<file path="src/verilog/dcip_pkg.sv">
package dcip_pkg;
  // Chain covers select codes 04 through 67 octal.
  localparam int unsigned FIRST_CODE   = 4;
  localparam int unsigned LAST_CODE    = 55;
  localparam int unsigned NUM_SLOTS    = 52;
  localparam int unsigned GROUP_SIZE   = 8;
  localparam int unsigned NUM_GROUPS   = 7;
  localparam int unsigned IDX_POWER    = 0;
  localparam int unsigned IDX_PROTECT  = 1;
  localparam int unsigned IDX_DMA1     = 2;
  localparam int unsigned IDX_DMA2     = 3;
  localparam int unsigned IDX_GENERAL  = 4;
  localparam logic [1:0]  PHASE_RESET  = 2'h0;
  localparam logic        CONTROL_RST  = 1'b0;
  localparam logic        FLAG_RST     = 1'b0;
  localparam logic        REQUEST_RST  = 1'b0;
  localparam logic [5:0]  CODE_NONE    = 6'h00;
  typedef enum logic [1:0] {
    DCIP_IDLE  = 2'b00,
    DCIP_HELD  = 2'b01
  } dcip_grant_t;
endpackage

</file>
<file path="src/verilog/dcip_slot_if.sv">
`timescale 1ns/10ps
`default_nettype none
interface dcip_slot_if;
  import dcip_pkg::*;
  logic [NUM_SLOTS-1:0] flag;
  logic [NUM_SLOTS-1:0] control;
  logic [NUM_SLOTS-1:0] request_ff;
  logic [NUM_SLOTS-1:0] active;
  modport cards (output flag, output control, output request_ff, input active);
  modport chain (input flag, input control, input request_ff, output active);
endinterface
`default_nettype wire

</file>
<file path="src/verilog/dcip_cards.sv">
`timescale 1ns/10ps
`default_nettype none
module dcip_cards (
  input  wire logic                           clk,
  input  wire logic                           reset_n,
  input  wire logic                           preset,
  input  wire logic [dcip_pkg::NUM_SLOTS-1:0] device_flag_sync,
  input  wire logic [dcip_pkg::NUM_SLOTS-1:0] set_control_instr,
  input  wire logic [dcip_pkg::NUM_SLOTS-1:0] clear_control_instr,
  input  wire logic [dcip_pkg::NUM_SLOTS-1:0] priority_in,
  input  wire logic                           set_request_strobe,
  input  wire logic                           flag_enable_strobe,
  input  wire logic                           ack_strobe,
  dcip_slot_if.cards                          slots
);
  import dcip_pkg::*;

  always_ff @(posedge clk or negedge reset_n) begin
    if (!reset_n) begin
      slots.control <= {NUM_SLOTS{CONTROL_RST}};
    end else if (preset) begin
      slots.control <= '0;
    end else begin
      // Set beats clear when one instruction of each arrives together.
      slots.control <= (slots.control & ~clear_control_instr) | set_control_instr;
    end
  end
  always_ff @(posedge clk or negedge reset_n) begin
    if (!reset_n) begin
      slots.flag <= {NUM_SLOTS{FLAG_RST}};
    end else if (preset) begin
      slots.flag <= '1;
    end else begin
      // A new device flag wins over the acknowledge that clears it.
      slots.flag <= (slots.flag & ~(ack_strobe ? slots.request_ff : '0)) | device_flag_sync;
    end
  end
  always_ff @(posedge clk or negedge reset_n) begin
    if (!reset_n) begin
      slots.request_ff <= {NUM_SLOTS{REQUEST_RST}};
    end else if (set_request_strobe) begin
      slots.request_ff <= slots.request_ff | (slots.active & priority_in & slots.flag);
    end else if (flag_enable_strobe || preset) begin
      slots.request_ff <= '0;
    end
  end
endmodule
`default_nettype wire

</file>
<file path="src/verilog/dcip_top.sv">
`timescale 1ns/10ps
`default_nettype none
// Operation
// Only one device granted at any time.
// Code 04 highest, then falling to 67.
// Protect and parity share code 05.
// Codes 06, 07 are DMA channels 1, 2.
// Increment option replaces channel 1 at 06.
// Bypass closed at 05 when neither fitted.
// DMA fitted opens its bypass link.
// Increment fitted opens its bypass link.
// Codes 10 through 67 serve general cards.
// Priority depends only on slot position.
// Idle enabled card passes priority onward.
// Requesting card breaks chain for lower cards.
// Groups of eight drop enable look-ahead.
// Higher device may interrupt lower service.
// No request without control flip-flop set.
// Power, protect, increment ignore system enable.
// Others need interrupt system enable set.
// Protect and parity requesters in parallel.
// Request needs flag, control, enable at T3.
// Request flip-flop sets at T5 strobe.
// Flag enable strobe clears requests at T2.
// Priority-out settles combinationally within cycle; the priority_out port is registered and lags the chain by one clock.
module dcip_top (
  input  wire logic                           clk,
  input  wire logic                           reset_n,
  input  wire logic                           preset,
  input  wire logic                           system_enable,
  input  wire logic                           phase_t2,
  input  wire logic                           phase_t3,
  input  wire logic                           phase_t5,
  input  wire logic                           ack_strobe,
  input  wire logic                           protect_fitted,
  input  wire logic                           parity_fitted,
  input  wire logic                           dma_fitted,
  input  wire logic                           memory_increment_option,
  input  wire logic [dcip_pkg::NUM_SLOTS-1:0] device_flag,
  input  wire logic [dcip_pkg::NUM_SLOTS-1:0] set_control_instr,
  input  wire logic [dcip_pkg::NUM_SLOTS-1:0] clear_control_instr,
  output logic [dcip_pkg::NUM_SLOTS-1:0]      request_out,
  output logic [dcip_pkg::NUM_SLOTS-1:0]      priority_out,
  output logic [5:0]                          service_code,
  output logic                                service_valid,
  output logic                                protect_parity_bypass_link,
  output logic                                dma_bypass_link,
  output logic                                increment_bypass_link
);
  import dcip_pkg::*;

  dcip_slot_if slots ();

  logic [NUM_SLOTS-1:0] flag_s1;
  logic [NUM_SLOTS-1:0] flag_s2;
  logic [NUM_SLOTS-1:0] flag_s3;
  logic [NUM_SLOTS-1:0] flag_rise;
  logic [NUM_SLOTS-1:0] present;
  logic [NUM_SLOTS-1:0] immune;
  logic [NUM_SLOTS-1:0] request_term;
  logic [NUM_SLOTS-1:0] chain_interrupt_enable;
  logic [NUM_SLOTS-1:0] priority_in;
  logic [NUM_SLOTS-1:0] next_priority_out;
  logic [NUM_GROUPS-1:0] group_clear;
  logic [5:0]           next_code;
  logic                 next_valid;
  logic                 t3_enable;
  dcip_grant_t          grant_state;

  // External flags are off-domain: three stages, accept on stage two/three agreement.
  always_ff @(posedge clk or negedge reset_n) begin
    if (!reset_n) begin
      flag_s1 <= '0;
      flag_s2 <= '0;
      flag_s3 <= '0;
    end else begin
      flag_s1 <= device_flag;
      flag_s2 <= flag_s1;
      flag_s3 <= flag_s2;
    end
  end
  assign flag_rise = flag_s2 & flag_s3;

  // Interrupt enable is held from T3 so the chain sees a stable level through T5.
  always_ff @(posedge clk or negedge reset_n) begin
    if (!reset_n) begin
      t3_enable <= 1'b0;
    end else if (phase_t3) begin
      t3_enable <= system_enable;
    end
  end

  // Option strap links; a closed link passes priority around an empty position.
  always_ff @(posedge clk or negedge reset_n) begin
    if (!reset_n) begin
      protect_parity_bypass_link <= 1'b1;
      dma_bypass_link            <= 1'b1;
      increment_bypass_link      <= 1'b1;
    end else begin
      protect_parity_bypass_link <= !(protect_fitted || parity_fitted);
      dma_bypass_link            <= !dma_fitted;
      increment_bypass_link      <= !memory_increment_option;
    end
  end

  always_comb begin
    present = '1;
    present[IDX_PROTECT] = protect_fitted | parity_fitted;
    present[IDX_DMA1]    = dma_fitted | memory_increment_option;
    present[IDX_DMA2]    = dma_fitted & !memory_increment_option;
    immune = '0;
    immune[IDX_POWER]   = 1'b1;
    immune[IDX_PROTECT] = 1'b1;
    immune[IDX_DMA1]    = memory_increment_option;
  end

  // A card that is enabled but absent is treated as a closed bypass.
  assign request_term = slots.flag & slots.control & present;
  assign slots.active = request_term & (immune | {NUM_SLOTS{t3_enable}});

  // Ripple chain with a look-ahead gate after each group of eight.
  genvar g;
  genvar i;
  generate
    for (g = 0; g < NUM_GROUPS; g++) begin : grp
      localparam int unsigned LO = g * GROUP_SIZE;
      localparam int unsigned HI = (LO + GROUP_SIZE > NUM_SLOTS) ? NUM_SLOTS : LO + GROUP_SIZE;
      assign group_clear[g] = ~|slots.active[HI-1:LO];
    end
    for (i = 0; i < NUM_SLOTS; i++) begin : slot
      localparam int unsigned GI = i / GROUP_SIZE;
      if (GI == 0) begin : first_group
        assign chain_interrupt_enable[i] = 1'b1;
      end else begin : later_group
        assign chain_interrupt_enable[i] = &group_clear[GI-1:0];
      end
      if (i == 0) begin : head
        assign priority_in[i] = 1'b1;
      end else begin : link
        assign priority_in[i] = next_priority_out[i-1] & chain_interrupt_enable[i];
      end
      assign next_priority_out[i] = priority_in[i] & ~slots.active[i];
    end
  endgenerate

  dcip_cards u_cards (
    .clk                 (clk),
    .reset_n             (reset_n),
    .preset              (preset),
    .device_flag_sync    (flag_rise),
    .set_control_instr   (set_control_instr),
    .clear_control_instr (clear_control_instr),
    .priority_in         (priority_in),
    .set_request_strobe  (phase_t5),
    .flag_enable_strobe  (phase_t2),
    .ack_strobe          (ack_strobe),
    .slots               (slots)
  );

  // Lowest index with a set request flip-flop wins; the chain already makes it unique.
  function automatic logic [5:0] first_code(input logic [NUM_SLOTS-1:0] req);
    logic [5:0] code;
    code = CODE_NONE;
    for (int k = NUM_SLOTS - 1; k >= 0; k--) begin
      if (req[k]) begin
        code = 6'(k + FIRST_CODE);
      end
    end
    return code;
  endfunction

  always_comb begin
    next_code  = first_code(slots.request_ff);
    next_valid = |slots.request_ff;
  end

  always_ff @(posedge clk or negedge reset_n) begin
    if (!reset_n) begin
      request_out   <= '0;
      priority_out  <= '0;
      service_code  <= CODE_NONE;
      service_valid <= 1'b0;
    end else begin
      request_out   <= slots.request_ff;
      priority_out  <= next_priority_out;
      service_code  <= next_code;
      service_valid <= next_valid;
    end
  end

  // Tracks whether a grant stands; clearing at T2 lets a higher device take over.
  always_ff @(posedge clk or negedge reset_n) begin
    if (!reset_n) begin
      grant_state <= DCIP_IDLE;
    end else begin
      case (grant_state)
        DCIP_IDLE: begin
          if (next_valid) begin
            grant_state <= DCIP_HELD;
          end
        end
        DCIP_HELD: begin
          if (!next_valid) begin
            grant_state <= DCIP_IDLE;
          end
        end
        default: begin
          grant_state <= DCIP_IDLE;
        end
      endcase
    end
  end
endmodule
`default_nettype wire

</file>
<file path="config.mk">
export PLATFORM = sky130hd
export DESIGN_NAME = dcip_top
export DESIGN_NICKNAME = d
export VERILOG_FILES = /design/src/verilog/dcip_pkg.sv /design/src/verilog/dcip_slot_if.sv /design/src/verilog/dcip_cards.sv /design/src/verilog/dcip_top.sv
export SDC_FILE = /design/constraint.sdc
export NUM_CORES = 1
export LEC_CHECK = 0
export ABC_AREA = 0
export BUFFER_PORTS_ARGS = -buffer_cell sky130_fd_sc_hd__buf_2
export CAP_MARGIN = 20
export CELL_PAD_IN_SITES_DETAIL_PLACEMENT = 0
export CELL_PAD_IN_SITES_GLOBAL_PLACEMENT = 1
export CORE_MARGIN = 2
export CORE_UTILIZATION = 35
export DETAILED_ROUTE_END_ITERATION = 10
export PLACE_DENSITY = 0.69
export SYNTH_ARGS = -nofsm -noshare
export SYNTH_HDL_FRONTEND = slang
export SYNTH_HIERARCHICAL = 1
export SYNTH_SLANG_ARGS = --single-unit
</file>
<file path="constraint.sdc">
create_clock -name clk -period 5.2 [get_ports clk]
set_input_delay 1.04 -clock clk [delete_from_list [all_inputs] [get_ports clk]]
set_output_delay 1.04 -clock clk [all_outputs]
set_load 0.02 [all_outputs]
</file>
==> run_results.csv, run 1 <==
group,metric,value,unit
status,status,"complete, no violations",
worst_setup_path,end_kind,"flop",
layout,syn2layout_area_growth,23.9,%
synth,syn_area_per_cell,12.5,sq um
worst_setup_path,crit_required,5.69,ns
floorplanning,dieWidth,212,microns
synth,synthFlopType,"dfrtp_1",
timing,maxSlewHeadroom,44.2,%
synth,synth_top_area_share,69.8,%
clocking,h-tree-depth,2,
layout,drive_above_1_share,25.2,%
synth,synth.yosys.warnings,6,
floorplanning,dieArea,45100,sq um
synth,ys_top_cells_by_area,"dfrtp_1 70%, a41oi_1 3.1%, a211o_1 3.0%",
clocking,post_cts_buffers,0,
timing,hold_viol,0,
worst_setup_path,crit_family,"simple AND/OR/NAND/NOR gates",
placement,place_hpwl,26.4,mm
global_routing,antenna_found_initial,1,
placement,io_buffers,281,
worst_setup_path,crit_buf_inv,0,
worst_setup_path,start_kind,"flop",
drt,vias_per_cell,4.79,
synth,ys_top_cells_by_count,"424 x dfrtp_1, 103 x nor2_1, 83 x inv_1",
clocking,ctsHoldBuffers,0,
timing,slew_viol_final,0,
clocking,clk_pin_slew,0.06,ns
job,max_cap_violations,0,
global_routing,overflow,0,
timing,fin_hold_ws,0.340,ns
synth,synth_top_cell_by_area,"dfrtp_1",
global_routing,grt_usage,17.6,%
pwr,power_density,402,nW/um^2
timing,rsz0062_at_grt,"false",
pwr,finalPower,0.00756,W
worst_setup_path,max_stage_delay,0.90,ns
clocking,cts_tree,"built",
floorplanning,num_rows,76,
worst_setup_path,crit_path_top_delay_cell,"or4b_1",
timing,finalCritPeriodShare,74.0,%
synth,yosysMostFrequentCell,"dfrtp_1",
timing,fmax,260,MHz
global_routing,grt_pass1_wl,60.1,mm
worst_setup_path,worstPathCellList,"a21o_1 > a311oi_2 > nand4_1 > or4b_1 > or3_1 > a211oi_2 > a41oi_1 > nor2_1",
synth,yosysUniqueCellTypes,55,
layout,antennaDiodeCount,0,
timing,fin_crit,3.85,ns
timing,final.setup_skew,0.0158,ns
floorplanning,core_area,43000,sq um
worst_setup_path,critical_path_peak_fanout,43,
timing,setup_violations,0,
synth,synth-async-reset-ratio,100,%
synth,synth-seq-area-share,70.3,%
clocking,cts_resized,0,
global_routing,grt_pass1_vias,10300,
clocking,clock_sinks,427,
worst_setup_path,path_class,"flop to flop",
synth,synth_area,15200,sq um
clocking,cts-buffers-inserted,46,
drt,routed_wl,39.0,mm
placement,place.gp.congestion,0.778,
timing,timing.setup.tns,0,ns
clocking,clock_path_buffers,3,
hold_path,hp-class,"flop to flop",
clocking,cts_root_buf,"clkbuf_16",
worst_setup_path,reg2reg_slack,1.35,ns
pwr,ir_drop,0.204,mV
synth,syn_nets,1381,
drt,drt_pass1_iterations,5,
worst_setup_path,arrival,4.34,ns
pwr,p_leak,9.24,nW
drt,num_vias,10200,
floorplanning,floorplan.initialDensity,35.4,%
timing,worstMarginPinSlew,0.837,ns
drt,antenna_left,0,
floorplanning,io_pins,282,
synth,synth_seq_cells,427,
drt,initialDrtViolationCount,653,
drt,drc,0,
floorplanning,die_h,212,microns
global_routing,grt_max_degree,112,
synth,synth-edff-count,0,
drt,wire_per_inst,18.4,microns
synth,synth_cells,1213,
clocking,clk_latency,0.57,ns
layout,nets,1671,
cells by family after synthesis:
| family | count (synthesis) | share of synthesized area, % |
|---|---|---|
| buffers and inverters | 136 | 3.89 |
| other | 1 | 0.0247 |
| and+or+nand+nor | 418 | 14.3 |
| muxes | 1 | 0.0741 |
| DFF | 427 | 70.3 |
| AOI/OAI and AO/OA | 230 | 11.3 |
final timing paths:
path                                            start                                        to  cells past startpoint
worst min register to register  flag_s1[11]$_DFF_PN0_                     flag_s2[11]$_DFF_PN0_                      0
worst max register to register  t3_enable$_DFFE_PN0P_  u_cards/slots.request_ff[38]$_DFFE_PN0P_                      8
worst max-delay path            t3_enable$_DFFE_PN0P_  u_cards/slots.request_ff[38]$_DFFE_PN0P_                      8
worst min-delay path            flag_s1[11]$_DFF_PN0_                     flag_s2[11]$_DFF_PN0_                      0
max in group asynchronous                     reset_n                 request_out[39]$_DFF_PN0_                      2
min in group asynchronous                     reset_n       u_cards/slots.control[16]$_DFF_PN0_                      1
cell usage in the layout (no fill, tap or decap), types with 4 or more instances in the layout:
cell type	instances
bufinv_16	6
o21ai_0	9
nand3_1	8
clkinv_2	10
inv_1	83
nor2_1	103
nand2b_1	55
nor3_1	31
a22o_1	11
nor4_1	16
a21oi_1	74
and3_1	49
clkbuf_8	9
inv_2	4
clkbuf_1	8
a41oi_1	53
or3_1	4
nor2b_1	9
buf_2	279
nand4_1	4
dfrtp_1	423
buf_4	8
nand2_1	66
or4_1	4
and2_1	59
a211o_1	52
clkbuf_16	49
sequential cells by signal, summed over array words and instances (netlist names):
name / flops
u_cards/slots.control: 52
priority_out: 52
protect_parity_bypass_link: 1
u_cards/slots.request_ff: 52
service_valid: 1
flag_s1: 52
request_out: 52
flag_s2: 52
t3_enable: 1
flag_s3: 52
dma_bypass_link: 1
service_code: 6
increment_bypass_link: 1
u_cards/slots.flag: 52
stage by stage:
stage / area [sq um] / util, % / instances / worst slack (ns)
2_1_floorplan: 15200 / - / 1213 / 1.86
5_1_grt: 18800 / 43.8 / 2125 / 1.00
6_report: 18800 / 43.8 / 2125 / 1.35
3_3_place_gp: 17200 / 40.0 / 2040 / 1.04
3_5_place_dp: 17200 / 40.0 / 2040 / 0.969
4_1_cts: 18800 / 43.8 / 2125 / 1.28
where the power goes:
group          internal, W  switching (W)
Sequential         0.00347      0.0000859
Clock              0.00214        0.00132
Combinational     0.000191       0.000357
area by class of cell:
cell class / instances / area, sq um
tap: 585 / 732
timing repair buffer: 291 / 1530
inverter: 87 / 327
clock inverter: 19 / 254
sequential: 427 / 10700
clock buffer: 66 / 1380
multi-input combinational: 650 / 3910
fill: 4120 / 24200
worst reg2reg max path, stage by stage (launching register included):
cell and delay [ns]:
dfrtp_2 0.67, a21o_1 0.30, a311oi_2 0.46, nand4_1 0.22
or4b_1 0.90, or3_1 0.69, a211oi_2 0.26, a41oi_1 0.13
nor2_1 0.14
routing by layer:
metal | vias up | part of all wire (%) | global-route usage [%]
li1 | 4754 | - | -
met1 | 5098 | 46 | 24.5
met2 | 265 | 47 | 27.7
met3 | 55 | 4.8 | 3.47
met4 | 0 | 2.2 | 5.50
met5 | - | 0 | 0
(Power assumes the default switching activity.)
==> inputs of run 2 (changes only) <==
Clock period 5.2 ns to 3.8 ns, I/O delays scaled along.
==> run 2 against run 1 <==
Sequential share of layout area decreased by 0.17 points. Total power increased by 37%. Final cell count increased by 0.52%. Hold slack got worse by 0.15 ns. Setup slack got worse by 0.87 ns. Routed wire length increased by 0.49%. Critical endpoint unchanged. Largest power group unchanged.
==> run_results.csv, run 2 (same netlist as run 1, synthesis figures left out) <==
group,metric,value,unit
status,status,"complete, no violations",
pwr,ir_drop,0.261,mV
hold_path,hp-class,"input pin to async pin",
pwr,power_density,549,nW/um^2
global_routing,grt_pass1_wl,60.5,mm
worst_setup_path,reg2reg_slack,0.48,ns
timing,fmax,302,MHz
layout,regArea,10700,sq um
layout,stdcell_area,18900,sq um
drt,routed_wl,39.2,mm
floorplanning,dieArea,45100,sq um
worst_setup_path,worstSetupStartpoint,"u_cards/slots.flag[16]$_DFF_PN0_",
timing,slew_viol_final,0,
timing,maxSlewHeadroom,48.2,%
clocking,clk_pin_slew,0.06,ns
worst_setup_path,crit_family,"simple AND/OR/NAND/NOR gates",
placement,io_buffers,281,
worst_setup_path,arrival,3.80,ns
worst_setup_path,crit_required,4.29,ns
clocking,post_cts_buffers,0,
timing,rsz0062_at_grt,"false",
layout,fill_cells,4027,
worst_setup_path,start_kind,"flop",
global_routing,grt_max_degree,86,
clocking,h-tree-depth,2,
drt,drt_pass1_iterations,4,
layout,fin_util,43.9,%
floorplanning,core_area,43000,sq um
clocking,cts-buffers-inserted,47,
layout,layout_common_cells,"423 x dfrtp_1, 279 x buf_2, 103 x nor2_1, 83 x inv_1, 74 x a21oi_1",
drt,drc,0,
worst_setup_path,crit_buf_inv,0,
layout,multi_input_area,3910,sq um
drt,num_vias,10100,
clocking,clock_sinks,427,
timing,final.setup.worst_slack,0.484,ns
worst_setup_path,max_stage_delay,0.67,ns
floorplanning,num_rows,76,
pwr,p_leak,9.28,nW
timing,hold_viol,0,
pwr,finalPower,0.0104,W
drt,wire_per_inst,18.4,microns
worst_setup_path,crit_path_top_delay_cell,"or4b_1",
global_routing,antenna_found_initial,0,
layout,syn2layout_area_growth,24.3,%
job,max_cap_violations,0,
clocking,cts_root_buf,"clkbuf_16",
floorplanning,die_h,212,microns
clocking,cts_tree,"built",
timing,setup_violations,0,
clocking,clock_path_buffers,3,
floorplanning,io_pins,282,
timing,final.setup_skew,0.0129,ns
placement,placed_area,17300,sq um
worst_setup_path,critical_path_peak_fanout,8,
layout,drive_above_1_share,25.5,%
global_routing,grt_pass1_vias,10500,
floorplanning,floorplan.initialDensity,35.4,%
placement,place.gp.congestion,0.781,
layout,final_common_cell,"dfrtp_1",
placement,place_hpwl,27.1,mm
timing,fin_crit,3.32,ns
placement,dp_slack,0.303,ns
worst_setup_path,r2r-start,"u_cards/slots.flag[16]$_DFF_PN0_",
timing,finalCritPeriodShare,87.3,%
global_routing,grt_usage,17.6,%
clocking,clk_latency,0.57,ns
drt,initialDrtViolationCount,712,
floorplanning,dieWidth,212,microns
layout,nets,1680,
worst_setup_path,end_kind,"flop",
clocking,cts_resized,0,
drt,vias_per_cell,4.75,
timing,worstMarginPinSlew,0.777,ns
drt,antenna_left,0,
worst_setup_path,path_class,"flop to flop",
worst_setup_path,worstPathCellList,"a22o_4 > o41ai_4 > nand4_1 > or4b_1 > or3_1 > a211oi_2 > a41oi_1 > nor2_1",
global_routing,overflow,0,
timing,timing.setup.tns,0,ns
clocking,ctsHoldBuffers,0,
[run 2: layout make-up]
type                       instances  area share (%)
sequential                       427            56.6
timing repair buffer             299            8.49
clock buffer                      62            6.91
inverter                          87            1.73
tap                              585            3.88
multi-input combinational        650            20.7
antenna                            1          0.0133
clock inverter                    25            1.65
[run 2: path summary, 6_finish.rpt]
kind,endpoint,depth (start not counted)
max reg2reg,u_cards/slots.request_ff[38]$_DFFE_PN0P_,8
min in group clk,flag_s1[21]$_DFF_PN0_,1
min reg2reg,flag_s2[6]$_DFF_PN0_,0
max in group asynchronous,t3_enable$_DFFE_PN0P_,2
min,flag_s2[16]$_DFF_PN0_,1
max,u_cards/slots.request_ff[38]$_DFFE_PN0P_,8
[run 2: per-layer routing]
metal	GRT usage [%]	vias to the layer above	routed length (microns)
li1	-	4772	-
met1	24.5	5070	18100
met2	28.0	237	18300
met3	2.81	65	1690
met4	6.70	0	1060
met5	0	-	0
[run 2: stage by stage]
step	std cells	hold slack, ns
after CTS	2135	0.190
final	2136	0.191
after global placement	2048	0.332
after detailed placement	2048	0.335
after floorplan	1213	0.331
after global routing	2135	0.219
[run 2: report_power, final]
group | switching (W) | total (W) | internal [W]
sequential | 0.000107 | 0.00485 | 0.00474
combinational | 0.000501 | 0.000773 | 0.000272
clock | 0.00184 | 0.00474 | 0.00290
total | 0.00245 | 0.0104 | 0.00791
==> inputs of run 3 (changes only) <==
--- a/config.mk
+++ b/config.mk
@@ -8,2 +8,3 @@
 export ABC_AREA = 0
+export ABC_CLOCK_PERIOD_IN_PS = 3800
 export BUFFER_PORTS_ARGS = -buffer_cell sky130_fd_sc_hd__buf_2
@@ -13,5 +14,5 @@
 export CORE_MARGIN = 2
-export CORE_UTILIZATION = 35
+export CORE_UTILIZATION = 44
 export DETAILED_ROUTE_END_ITERATION = 10
-export PLACE_DENSITY = 0.69
+export PLACE_DENSITY = 0.83
 export SYNTH_ARGS = -nofsm -noshare
--- a/constraint.sdc
+++ b/constraint.sdc
@@ -3,2 +3,2 @@
 set_output_delay 0.76 -clock clk [all_outputs]
-set_load 0.02 [all_outputs]
+set_load 0.05 [all_outputs]
==> run 3 against run 2 <==
Clock power shrank 8.6%. Routed wire length shrank 8.0%. Total power shrank 2.8%. Sequential share of layout area grew 1.1 points. Final area shrank 1.9%. Sequential cell count is the same. Setup slack lost 0.024 ns. Count of clock-buffer cells in the layout grew 2.
==> run_results.csv, run 3 (same netlist as run 1, synthesis figures left out) <==
group,metric,value,unit
timing,fin_crit,3.34,ns
clocking,cts-buffers-inserted,44,
global_routing,overflow,0,
floorplanning,floorplan.initialDensity,44.3,%
timing,hold_viol,0,
floorplanning,io_pins,282,
worst_setup_path,path_class,"flop to flop",
worst_setup_path,end_kind,"flop",
clocking,clk_pin_slew,0.06,ns
clocking,ctsHoldBuffers,0,
layout,layout_common_cells,"423 x dfrtp_1, 279 x buf_2, 103 x nor2_1, 83 x inv_1, 74 x a21oi_1",
status,status,"complete, no violations",
floorplanning,dieWidth,190,microns
drt,routed_wl,36.1,mm
global_routing,grt_usage,20.2,%
placement,io_buffers,281,
timing,rsz0062_at_grt,"false",
global_routing,grt_pass1_wl,56.8,mm
drt,num_vias,10200,
clocking,clock_path_buffers,3,
layout,drive_above_1_share,24.9,%
drt,drc,0,
timing,finalCritPeriodShare,87.9,%
timing,setup_violations,0,
clocking,post_cts_buffers,0,
global_routing,grt_pass1_vias,10300,
drt,vias_per_cell,5.13,
placement,place.gp.congestion,0.765,
drt,antenna_left,0,
worst_setup_path,arrival,3.79,ns
floorplanning,core_area,34300,sq um
floorplanning,die_h,190,microns
pwr,ir_drop,0.313,mV
timing,fmax,299,MHz
floorplanning,num_rows,68,
hold_path,hp-class,"input pin to async pin",
drt,wire_per_inst,18.1,microns
timing,timing.setup.tns,0,ns
clocking,h-tree-depth,2,
timing,maxSlewHeadroom,35.2,%
clocking,clock_sinks,427,
layout,nets,1672,
global_routing,grt_max_degree,159,
worst_setup_path,max_stage_delay,0.68,ns
job,max_cap_violations,0,
clocking,clk_latency,0.52,ns
worst_setup_path,reg2reg_slack,0.46,ns
worst_setup_path,r2r-start,"t3_enable$_DFFE_PN0P_",
worst_setup_path,crit_buf_inv,0,
pwr,finalPower,0.0101,W
worst_setup_path,crit_family,"simple AND/OR/NAND/NOR gates",
clocking,cts_root_buf,"clkbuf_16",
worst_setup_path,crit_required,4.25,ns
worst_setup_path,worstPathCellList,"a21o_1 > a311oi_2 > nand4_1 > or4b_1 > or3_1 > a211oi_2 > a41oi_1 > nor2_1",
worst_setup_path,start_kind,"flop",
worst_setup_path,critical_path_peak_fanout,22,
drt,initialDrtViolationCount,635,
timing,worstMarginPinSlew,0.971,ns
global_routing,antenna_found_initial,2,
timing,final.setup_skew,0.00853,ns
worst_setup_path,r2r_end,"u_cards/slots.request_ff[38]$_DFFE_PN0P_",
layout,syn2layout_area_growth,22.0,%
layout,final_common_cell,"dfrtp_1",
worst_setup_path,crit_path_top_delay_cell,"or4b_1",
floorplanning,dieArea,36000,sq um
clocking,cts_tree,"built",
pwr,p_leak,9.16,nW
clocking,cts_resized,0,
pwr,power_density,543,nW/um^2
timing,slew_viol_final,0,
drt,drt_pass1_iterations,7,
placement,place_hpwl,24.7,mm
worst_setup_path,r2r_cells,8,
[run 3: cell count changes in the layout (fill, tap and decap cells not counted), moves of 2 or more]
cell / delta
clkinv_2: -13
clkbuf_8: +8
buf_4: -4
clkbuf_16: -4
bufinv_16: -3
clkinvlp_4: +3
clkbuf_1: -2
inv_6: -2
[run 3: routing by layer]
metal	GRT usage, %	wire, microns	vias up
met4	6.80	974	0
met3	2.73	1560	57
met2	32.6	17200	273
li1	-	-	4748
met1	28.5	16300	5123
met5	0	0	-
[run 3: cell type report]
type                            instances  area, sq um
Fill cell                            2944        15800
Timing Repair Buffer                  294         1550
Inverter                               87          327
Clock inverter                         11          170
Multi-Input combinational cell        650         3910
Sequential cell                       427        10700
Antenna cell                            1         2.50
Tap cell                              455          569
Clock buffer                           64         1310
[run 3: worst max path at each step]
stage / slack [ns] / endpoint / cells after the start / from
global placement: 0.24 / u_cards/slots.request_ff[38]$_DFFE_PN0P_ / 9 / parity_fitted
floorplan: 0.74 / u_cards/slots.request_ff[38]$_DFFE_PN0P_ / 10 / dma_fitted
detailed placement: 0.17 / u_cards/slots.request_ff[38]$_DFFE_PN0P_ / 9 / dma_fitted
CTS: 0.43 / u_cards/slots.request_ff[38]$_DFFE_PN0P_ / 8 / t3_enable$_DFFE_PN0P_
global route: 0.20 / u_cards/slots.request_ff[38]$_DFFE_PN0P_ / 8 / t3_enable$_DFFE_PN0P_
finish: 0.46 / u_cards/slots.request_ff[38]$_DFFE_PN0P_ / 8 / t3_enable$_DFFE_PN0P_
[run 3: stage by stage]
step	area, sq um	util, %	std cells	worst slack (ns)	hold WS [ns]
detailed placement	17100	49.7	1913	0.168	0.335
floorplan	15200	-	1213	0.740	0.331
global placement	17100	49.7	1913	0.235	0.333
global route	18500	54.1	1989	0.203	0.0264
finish	18500	54.1	1989	0.460	0.0444
CTS	18500	54.0	1988	0.434	0.0226
[run 3: power by group]
part / leakage (nW) / internal [W] / switching, W
clock: 0.717 / 0.00265 / 0.00168
sequential: 5.22 / 0.00474 / 0.000108
combinational: 3.23 / 0.000266 / 0.000628
